==> src/design/wdtps_pkg.sv <==
package wdtps_pkg;

  ////////////////////////////////////////////////////////////////////////////////
  // Register bus geometry
  localparam int ADDR_W = 22;
  localparam int DATA_W = 8;

  // Register addresses
  localparam logic [21:0] CFG_ADDR = 22'h30_0003;
  localparam logic [21:0] SOFT_ADDR = 22'h00_0010;
  localparam logic [21:0] CAUSE_ADDR = 22'h00_0011;
  localparam logic [21:0] STAT_ADDR = 22'h00_0012;
  localparam logic [21:0] CLR_ADDR = 22'h00_0013;
  localparam logic [21:0] IEN_ADDR = 22'h00_0014;

  ////////////////////////////////////////////////////////////////////////////////
  // Field positions
  localparam int CFG_ON_BIT = 0;
  localparam int PS_LSB = 1;
  localparam int PS_W = 3;
  localparam int SOFT_ON_BIT = 0;
  localparam int CAUSE_PWRDN_BIT = 2;
  localparam int CAUSE_TO_BIT = 3;
  localparam int STAT_RST_BIT = 0;
  localparam int STAT_WAKE_BIT = 1;
  localparam int STAT_W = 2;

  ////////////////////////////////////////////////////////////////////////////////
  // Reset values
  localparam logic [7:0] CFG_RST = 8'h0F;
  localparam logic SOFT_RST = 1'b0;
  localparam logic FLAG_RST = 1'b1;
  localparam logic [1:0] IEN_RST = 2'h0;
  localparam logic [1:0] STAT_RST = 2'h0;

  ////////////////////////////////////////////////////////////////////////////////
  // Counting
  localparam int BASE_COUNT_DFLT = 256;
  localparam int POST_W = 7;
  localparam logic [6:0] POST_MAX_LAST = 7'h7F;

  typedef enum logic [1:0] {
    WDTPS_RUN = 2'b01,
    WDTPS_SLEEP = 2'b10
  } wdtps_state_t;

endpackage

==> src/design/wdtps_top.sv <==
// Summary of operation
// - Watchdog counts on its own free-running RC oscillator, also during sleep.
// - Time-out while running normally requests a full device reset.
// - Time-out while asleep wakes the device instead of resetting.
// - Every time-out clears the active-low time-out flag.
// - With the configuration enable set, software cannot stop the watchdog.
// - With the configuration enable clear, the software enable alone runs it.
// - Three-bit field selects postscale 1:128 down to 1:1.
// - Kick, or sleep with no wake pending, zeroes counter and postscaler.
// - Kick with prescaler assigned clears its count, assignment kept.
// - Software enable resets to zero; zero stops only if config enable clear.
// - Sleep with no wake pending clears watchdog, keeps it running, clears power-down flag, sets time-out flag.
module wdtps_top #(
  parameter int BASE_COUNT = wdtps_pkg::BASE_COUNT_DFLT
) (
  // Clock and reset
  input wire logic core_clk,
  input wire logic rst_n,
  input wire logic ce,
  // Register port
  input wire logic [wdtps_pkg::ADDR_W-1:0] reg_addr,
  input wire logic [wdtps_pkg::DATA_W-1:0] reg_wdata,
  input wire logic reg_wr,
  input wire logic reg_rd,
  output logic [wdtps_pkg::DATA_W-1:0] reg_rdata,
  // Core instruction strobes
  input wire logic kick_instruction,
  input wire logic sleep_instruction,
  input wire logic wake_request,
  input wire logic prescaler_assigned,
  // Watchdog oscillator and programmed configuration
  input wire logic rc_osc_clk,
  input wire logic [7:0] config_fuse,
  // Results
  output logic wdt_reset_req,
  output logic wdt_wake,
  output logic presc_clear,
  output logic timeout_flag_n,
  output logic powerdown_flag_n,
  output logic wdt_irq
);

  ////////////////////////////////////////////////////////////////////////////////
  // Declarations
  wdtps_pkg::wdtps_state_t state_ff;
  wdtps_pkg::wdtps_state_t nxt_state;
  logic osc_prev_ff;
  logic nxt_osc_prev;
  logic osc_tick;
  logic [7:0] cfg_ff;
  logic [7:0] nxt_cfg;
  logic cfg_loaded_ff;
  logic nxt_cfg_loaded;
  logic soft_on_ff;
  logic nxt_soft_on;
  logic to_n_ff;
  logic nxt_to_n;
  logic pwrdn_n_ff;
  logic nxt_pwrdn_n;
  logic [wdtps_pkg::STAT_W-1:0] stat_ff;
  logic [wdtps_pkg::STAT_W-1:0] nxt_stat;
  logic [wdtps_pkg::STAT_W-1:0] ien_ff;
  logic [wdtps_pkg::STAT_W-1:0] nxt_ien;
  logic [wdtps_pkg::STAT_W-1:0] stat_set;
  logic [wdtps_pkg::STAT_W-1:0] stat_clr;
  logic [7:0] rdata_ff;
  logic [7:0] nxt_rdata;
  logic reset_req_ff;
  logic nxt_reset_req;
  logic wake_ff;
  logic nxt_wake;
  logic presc_clear_ff;
  logic nxt_presc_clear;
  logic cfg_on;
  logic wdt_run;
  logic sleep_exec;
  logic cnt_clear;
  logic cnt_timeout;
  logic to_evt;

  ////////////////////////////////////////////////////////////////////////////////
  // Oscillator tick and run control
  // The RC clock is sampled; the core clock must outrun it by at least 2x
  assign nxt_osc_prev = rc_osc_clk;
  assign osc_tick = rc_osc_clk & ~osc_prev_ff;

  // Until the fuse byte is captured the configuration enable counts as off
  assign cfg_on = cfg_loaded_ff & cfg_ff[wdtps_pkg::CFG_ON_BIT];
  assign wdt_run = cfg_on | soft_on_ff;

  // A sleep with a wake source already pending completes as a no-op
  assign sleep_exec = sleep_instruction & ~wake_request;
  assign cnt_clear = kick_instruction | sleep_exec;
  // A kick in the same cycle as a time-out wins and prevents it
  assign to_evt = cnt_timeout & ~cnt_clear;

  wdtps_counter #(
    .BASE_COUNT(BASE_COUNT)
  ) u_counter (
    .core_clk(core_clk),
    .rst_n(rst_n),
    .ce(ce),
    .run(wdt_run),
    .clear(cnt_clear),
    .osc_tick(osc_tick),
    .ratio_sel(cfg_ff[wdtps_pkg::PS_LSB +: wdtps_pkg::PS_W]),
    .timeout(cnt_timeout)
  );

  ////////////////////////////////////////////////////////////////////////////////
  // Power state and time-out actions
  always_comb begin
    nxt_state = state_ff;
    nxt_reset_req = 1'b0;
    nxt_wake = 1'b0;
    case (state_ff)
      wdtps_pkg::WDTPS_RUN: begin
        if (to_evt) begin
          nxt_reset_req = 1'b1;
        end else if (sleep_exec) begin
          nxt_state = wdtps_pkg::WDTPS_SLEEP;
        end
      end
      wdtps_pkg::WDTPS_SLEEP: begin
        if (to_evt) begin
          nxt_wake = 1'b1;
          nxt_state = wdtps_pkg::WDTPS_RUN;
        end else if (wake_request) begin
          nxt_state = wdtps_pkg::WDTPS_RUN;
        end
      end
      default: begin
        nxt_state = wdtps_pkg::WDTPS_RUN;
      end
    endcase
  end

  always_comb begin
    nxt_to_n = to_n_ff;
    nxt_pwrdn_n = pwrdn_n_ff;
    if (to_evt) begin
      nxt_to_n = 1'b0;
    end else if (sleep_exec) begin
      nxt_to_n = 1'b1;
    end
    if (sleep_exec) begin
      nxt_pwrdn_n = 1'b0;
    end
  end

  assign nxt_presc_clear = kick_instruction & prescaler_assigned;

  always_ff @(posedge core_clk) begin
    if (!rst_n) begin
      state_ff <= wdtps_pkg::WDTPS_RUN;
      reset_req_ff <= 1'b0;
      wake_ff <= 1'b0;
      to_n_ff <= wdtps_pkg::FLAG_RST;
      pwrdn_n_ff <= wdtps_pkg::FLAG_RST;
      presc_clear_ff <= 1'b0;
      osc_prev_ff <= 1'b0;
    end else if (ce) begin
      state_ff <= nxt_state;
      reset_req_ff <= nxt_reset_req;
      wake_ff <= nxt_wake;
      to_n_ff <= nxt_to_n;
      pwrdn_n_ff <= nxt_pwrdn_n;
      presc_clear_ff <= nxt_presc_clear;
      osc_prev_ff <= nxt_osc_prev;
    end
  end

  ////////////////////////////////////////////////////////////////////////////////
  // Registers
  always_comb begin
    nxt_cfg = cfg_ff;
    nxt_cfg_loaded = 1'b1;
    nxt_soft_on = soft_on_ff;
    nxt_ien = ien_ff;
    stat_clr = '0;
    // Fuse byte is caught once, after reset release, like a strap
    if (!cfg_loaded_ff) begin
      nxt_cfg = config_fuse & wdtps_pkg::CFG_RST;
    end
    if (reg_wr) begin
      case (reg_addr)
        wdtps_pkg::SOFT_ADDR: nxt_soft_on = reg_wdata[wdtps_pkg::SOFT_ON_BIT];
        wdtps_pkg::CLR_ADDR: stat_clr = reg_wdata[wdtps_pkg::STAT_W-1:0];
        wdtps_pkg::IEN_ADDR: nxt_ien = reg_wdata[wdtps_pkg::STAT_W-1:0];
        default: nxt_soft_on = soft_on_ff;
      endcase
    end
    stat_set = '0;
    stat_set[wdtps_pkg::STAT_RST_BIT] = nxt_reset_req;
    stat_set[wdtps_pkg::STAT_WAKE_BIT] = nxt_wake;
    // Set wins over a clear in the same cycle
    nxt_stat = (stat_ff & ~stat_clr) | stat_set;
  end

  always_comb begin
    nxt_rdata = '0;
    if (reg_rd) begin
      case (reg_addr)
        wdtps_pkg::CFG_ADDR: nxt_rdata = cfg_ff;
        wdtps_pkg::SOFT_ADDR: nxt_rdata[wdtps_pkg::SOFT_ON_BIT] = soft_on_ff;
        wdtps_pkg::CAUSE_ADDR: begin
          nxt_rdata[wdtps_pkg::CAUSE_TO_BIT] = to_n_ff;
          nxt_rdata[wdtps_pkg::CAUSE_PWRDN_BIT] = pwrdn_n_ff;
        end
        wdtps_pkg::STAT_ADDR: nxt_rdata[wdtps_pkg::STAT_W-1:0] = stat_ff;
        wdtps_pkg::IEN_ADDR: nxt_rdata[wdtps_pkg::STAT_W-1:0] = ien_ff;
        default: nxt_rdata = '0;
      endcase
    end
  end

  always_ff @(posedge core_clk) begin
    if (!rst_n) begin
      cfg_ff <= wdtps_pkg::CFG_RST;
      cfg_loaded_ff <= 1'b0;
      soft_on_ff <= wdtps_pkg::SOFT_RST;
      stat_ff <= wdtps_pkg::STAT_RST;
      ien_ff <= wdtps_pkg::IEN_RST;
      rdata_ff <= '0;
    end else if (ce) begin
      cfg_ff <= nxt_cfg;
      cfg_loaded_ff <= nxt_cfg_loaded;
      soft_on_ff <= nxt_soft_on;
      stat_ff <= nxt_stat;
      ien_ff <= nxt_ien;
      rdata_ff <= nxt_rdata;
    end
  end

  ////////////////////////////////////////////////////////////////////////////////
  // Outputs
  assign reg_rdata = rdata_ff;
  assign wdt_reset_req = reset_req_ff;
  assign wdt_wake = wake_ff;
  assign presc_clear = presc_clear_ff;
  assign timeout_flag_n = to_n_ff;
  assign powerdown_flag_n = pwrdn_n_ff;
  assign wdt_irq = |(stat_ff & ien_ff);

  ////////////////////////////////////////////////////////////////////////////////
  // Checks
  property p_to_clears_flag;
    @(posedge core_clk) disable iff (!rst_n)
    ce && to_evt |=> !timeout_flag_n;
  endproperty
  a_to_clears_flag: assert property (p_to_clears_flag) else $error("time-out flag not cleared");

  property p_run_reset;
    @(posedge core_clk) disable iff (!rst_n)
    ce && to_evt && state_ff == wdtps_pkg::WDTPS_RUN |=> wdt_reset_req && !wdt_wake;
  endproperty
  a_run_reset: assert property (p_run_reset) else $error("no reset on time-out");

  property p_sleep_wake;
    @(posedge core_clk) disable iff (!rst_n)
    ce && to_evt && state_ff == wdtps_pkg::WDTPS_SLEEP
      |=> wdt_wake && !wdt_reset_req && state_ff == wdtps_pkg::WDTPS_RUN;
  endproperty
  a_sleep_wake: assert property (p_sleep_wake) else $error("no wake on time-out");

  property p_cfg_locks;
    @(posedge core_clk) disable iff (!rst_n)
    cfg_on |-> wdt_run;
  endproperty
  a_cfg_locks: assert property (p_cfg_locks) else $error("watchdog stopped");

  property p_soft_alone;
    @(posedge core_clk) disable iff (!rst_n)
    !cfg_on |-> wdt_run == soft_on_ff;
  endproperty
  a_soft_alone: assert property (p_soft_alone) else $error("soft enable ignored");

  property p_sleep_flags;
    @(posedge core_clk) disable iff (!rst_n)
    ce && sleep_exec && !cnt_timeout && state_ff == wdtps_pkg::WDTPS_RUN
      |=> !powerdown_flag_n && timeout_flag_n && state_ff == wdtps_pkg::WDTPS_SLEEP;
  endproperty
  a_sleep_flags: assert property (p_sleep_flags) else $error("sleep entry wrong");

  property p_soft_write;
    @(posedge core_clk) disable iff (!rst_n)
    ce && reg_wr && reg_addr == wdtps_pkg::SOFT_ADDR
      |=> soft_on_ff == $past(reg_wdata[wdtps_pkg::SOFT_ON_BIT]);
  endproperty
  a_soft_write: assert property (p_soft_write) else $error("soft enable write lost");

  property p_presc_clear;
    @(posedge core_clk) disable iff (!rst_n)
    ce && kick_instruction |=> presc_clear == $past(prescaler_assigned);
  endproperty
  a_presc_clear: assert property (p_presc_clear) else $error("prescaler clear wrong");

endmodule // wdtps_top

==> src/design/wdtps_counter.sv <==
module wdtps_counter #(
  parameter int BASE_COUNT = wdtps_pkg::BASE_COUNT_DFLT
) (
  // Clock and reset
  input wire logic core_clk,
  input wire logic rst_n,
  input wire logic ce,
  // Control
  input wire logic run,
  input wire logic clear,
  input wire logic osc_tick,
  input wire logic [wdtps_pkg::PS_W-1:0] ratio_sel,
  // Result
  output logic timeout
);

  localparam int CW = (BASE_COUNT < 2) ? 1 : $clog2(BASE_COUNT);
  localparam logic [CW-1:0] BASE_LAST = CW'(BASE_COUNT - 1);

  if (BASE_COUNT < 2) begin : g_bad_base
    $error("BASE_COUNT must be at least 2");
  end

  logic [CW-1:0] base_ff;
  logic [CW-1:0] nxt_base;
  logic [wdtps_pkg::POST_W-1:0] post_ff;
  logic [wdtps_pkg::POST_W-1:0] nxt_post;
  logic [wdtps_pkg::POST_W-1:0] post_last;
  logic timeout_ff;
  logic nxt_timeout;

  // 000 selects 1:128, 111 selects 1:1
  assign post_last = wdtps_pkg::POST_MAX_LAST >> ratio_sel;

  always_comb begin
    nxt_base = base_ff;
    nxt_post = post_ff;
    nxt_timeout = 1'b0;
    if (clear || !run) begin
      nxt_base = '0;
      nxt_post = '0;
    end else if (osc_tick) begin
      if (base_ff == BASE_LAST) begin
        nxt_base = '0;
        // Compare with >= so a lowered ratio cannot skip the terminal
        if (post_ff >= post_last) begin
          nxt_post = '0;
          nxt_timeout = 1'b1;
        end else begin
          nxt_post = post_ff + 1'b1;
        end
      end else begin
        nxt_base = base_ff + 1'b1;
      end
    end
  end

  always_ff @(posedge core_clk) begin
    if (!rst_n) begin
      base_ff <= '0;
      post_ff <= '0;
      timeout_ff <= 1'b0;
    end else if (ce) begin
      base_ff <= nxt_base;
      post_ff <= nxt_post;
      timeout_ff <= nxt_timeout;
    end
  end

  assign timeout = timeout_ff;

  property p_clear_zero;
    @(posedge core_clk) disable iff (!rst_n)
    ce && clear |=> base_ff == '0 && post_ff == '0;
  endproperty
  a_clear_zero: assert property (p_clear_zero) else $error("clear left count");

  property p_terminal;
    @(posedge core_clk) disable iff (!rst_n)
    ce && run && !clear && osc_tick && base_ff == BASE_LAST && post_ff == post_last
      |=> timeout && post_ff == '0;
  endproperty
  a_terminal: assert property (p_terminal) else $error("no timeout at terminal");

endmodule // wdtps_counter

==> config.mk <==
export PLATFORM = sky130hd
export DESIGN_NAME = wdtps_top
export DESIGN_NICKNAME = d
export VERILOG_FILES = /design/src/design/wdtps_pkg.sv /design/src/design/wdtps_top.sv /design/src/design/wdtps_counter.sv
export SDC_FILE = /design/constraint.sdc
export NUM_CORES = 1
export LEC_CHECK = 0
export BUFFER_PORTS_ARGS = -buffer_cell sky130_fd_sc_hd__clkbuf_2
export CAP_MARGIN = 20
export CELL_PAD_IN_SITES_DETAIL_PLACEMENT = 1
export CELL_PAD_IN_SITES_GLOBAL_PLACEMENT = 1
export CORE_MARGIN = 2
export CORE_UTILIZATION = 38
export DETAILED_ROUTE_END_ITERATION = 10
export HOLD_SLACK_MARGIN = 0.12
export PLACE_DENSITY_LB_ADDON = 0.1
export SLEW_MARGIN = 20
export SYNTH_ARGS = -nofsm -noshare
export SYNTH_HDL_FRONTEND = slang
export SYNTH_SLANG_ARGS = --single-unit
==> constraint.sdc <==
create_clock -name core_clk -period 2.1 [get_ports core_clk]
set_input_delay 0.21 -clock core_clk [delete_from_list [all_inputs] [get_ports core_clk]]
set_output_delay 0.21 -clock core_clk [all_outputs]
set_load 0.005 [all_outputs]
==> flow_metrics.py <==
metrics = {
    "drt": {
        "vias": 1938,
        "first_pass_iters": 4,
        "drtIter0Drc": 26,
        "vias_per_cell": 5.15,
        "antenna_left": 0,
        "wire_per_inst_um": 13.8,
        "drc": 0,
        "wl_um": 5200,
    },
    "clock_tree": {
        "numCtsBuffers": 5,
        "root_buffer": "clkbuf_8",
        "htreeDepth": 2,
        "holdBufCountCts": 0,
        "insertion_delay_ps": 300,
        "cts.clk_slew.worst_paths_ps": 80,
        "clockBufferDepth": 2,
        "numClockSinks": 38,
        "cts_tree": "built",
    },
    "outcome": {
        "outcome": "completed",
    },
    "synthesis": {
        "syn-instance-count": 243,
        "synth_edf_count": 0,
        "ys_types": 48,
        "ys_ff_latch": 38,
        "yosysTopAreaCell": "dfxtp_1",
        "synth-seq-area-share_pct": 36.0,
        "netlist_top_cells_count": "dfxtp_1 (38), nand2_1 (26), nor2_1 (16), nor2b_1 (14), a21oi_1 (12)",
        "yosysMostFrequentCell": "dfxtp_1",
        "synth-warning-count": 0,
        "ys_top_cells_by_area": "dfxtp_1 (36%), ha_1 (5.3%), nand2_1 (4.6%), mux2i_1 (4.3%), nor2b_1 (4.1%)",
        "ys.flop_type": "dfxtp_1",
        "synth.avg_cell_area_sq_um": 8.69,
        "synth_top_area_share_pct": 36.0,
        "netlist_area_sq_um": 2110,
        "async_flop_share_pct": 0,
    },
    "grt": {
        "grt_pass1_wl_um": 8630,
        "antenna_found_initial": 0,
        "grt_max_degree": 18,
        "grt_usage_pct": 17.5,
        "first_global_vias": 1928,
        "overflow": 0,
    },
    "final_layout": {
        "final_area_sq_um": 2650,
        "final_util_pct": 48.6,
        "num_antenna_cells": 0,
        "num-fill-cells": 681,
        "nNetsFinal": 360,
        "drive_above_1_share_pct": 27.6,
        "regArea_sq_um": 764,
        "multi_input_area_sq_um": 1300,
        "area.growth.synth_to_final_pct": 25.2,
    },
    "placed_design": {
        "place.gp.congestion": 0.818,
        "io_buffer_count": 47,
        "post-place-ws_ps": 77.7,
        "postPlaceCellArea_sq_um": 2490,
        "place_hpwl_um": 4120,
    },
    "sta": {
        "maxSlewHeadroom_pct": 63.0,
        "fin_setup_tns_ps": 0,
        "final.setup.worst_slack_ps": 135,
        "hold_viol": 0,
        "period_minus_slack_ps": 1970,
        "max_freq_mhz": 509,
        "clock_skew_ps": 9.73,
        "setup_viol": 0,
        "period_share_pct": 93.6,
        "rsz0062_at_grt": "false",
        "maxSlewViolCount": 0,
        "worst_slew_pin_slew_ps": 550,
    },
    "setup_path": {
        "critical_path_arrival_ps": 2180,
        "start_kind": "flip-flop",
        "critPathRequiredTime_ps": 2310,
        "critPathKind": "flip-flop to flip-flop",
        "r2r_setup_slack_ps": 130,
        "endpoint_kind": "flip-flop",
        "crit_fanout": 3,
    },
    "die": {
        "die_y_um": 78.6,
        "die_w_um": 78.6,
        "core-area_sq_um": 5440,
        "initial_core_util_pct": 38.8,
        "floorplan.die_area_sq_um": 6170,
        "pin_count": 62,
        "rows": 27,
    },
    "pwr": {
        "peakVddDrop_mv": 0.281,
        "power.density_nw_per_um2": 639,
        "p_leak_nw": 1.12,
    },
    "hold_path": {
        "hold_path.class": "input port to flip-flop",
    },
    "job": {
        "cap_violations": 0,
    },
}
==> metal layers <==
metal  wire length (um)  track usage, %
met3                157            3.91
met2               2620            30.3
met1               2360            21.3
met4                 59            5.96
met5                  0               0
==> logic make-up after synthesis <==
logic type               Yosys count  share of synthesized area (%)
buffers and inverters             15                           3.49
multiplexers                       9                           4.27
AO/OA/AOI/OAI                     51                           17.1
adder cells (fa/ha/maj)            9                           5.33
XOR/XNOR                           9                           3.73
flip-flops                        38                           36.0
other                              1                          0.178
AND/OR/NAND/NOR                  111                           29.9
==> sequential cells by signal (all words and copies together) (netlist names) <==
register,cells
soft_on_ff,1
cfg_loaded_ff,1
wdt_reset_req,1
stat_ff,2
u_counter.post_ff,7
u_counter.base_ff,8
presc_clear,1
wdt_wake,1
osc_prev_ff,1
u_counter.timeout,1
powerdown_flag_n,1
timeout_flag_n,1
reg_rdata,4
cfg_ff,4
state_ff,2
ien_ff,2
==> power by group <==
| part | internal (mW) | leakage (nW) | switching (mW) |
|---|---|---|---|
| combinational | 0.0901 | 0.749 | 0.0974 |
| sequential | 0.733 | 0.307 | 0.0118 |
| clock | 0.476 | 0.0683 | 0.280 |
| total | 1.30 | 1.12 | 0.390 |
==> cell type report <==
cell class,instances,share of cell area [%]
multi-input cells,193,49.1
flip-flops and latches,38,28.9
repair buffers,61,12.9
well taps,72,3.41
clock buffers,5,2.60
clock inverters,3,2.60
inverters,4,0.568
==> final timing paths <==
check / from / to / cells after the start
setup / recovery: cfg_ff[1] / u_counter.post_ff[0] / 8
hold / removal: config_fuse[3] / cfg_ff[3] / 3
setup reg to reg: cfg_ff[1] / u_counter.post_ff[0] / 8
hold reg to reg: presc_clear / presc_clear / 2
==> stage by stage <==
step                cells  power [mW]  hold slack (ps)
finish                376        1.69              134
global route          376        1.76              159
CTS                   375        1.70              125
detailed placement    367       0.940              435
global placement      367       0.934              429
floorplan             246       0.857              339
==> placed cells by master (no fill, tap or decap), types with 5 or more instances in the layout <==
cell / instances
ha_1: 9
o21a_1: 7
a21oi_1: 12
clkbuf_8: 5
nand2_1: 26
nand4_1: 5
nand3_1: 11
buf_4: 14
nor2b_1: 14
or4_4: 5
o31ai_1: 7
dfxtp_1: 35
nor3_1: 5
a21boi_0: 5
nor2_1: 16
clkbuf_2: 47
a21o_1: 5
xnor2_1: 8
mux2i_1: 9
==> critical path: stages (launching register included) <==
cell and delay, ps:
dfxtp_2 340, or3_1 370, ha_1 290, a21oi_1 150, o21ai_1 90, a21oi_1 130
buf_4 150, nand3_1 100, o31ai_1 260
==> repair_timing <==
item | 4_1_cts | 5_1_grt
gates resized for setup | 0 | 6
setup buffers | 0 | 1
setup endpoints to repair | 0 | 6
No activity file was read; power rests on OpenSTA's default activity.
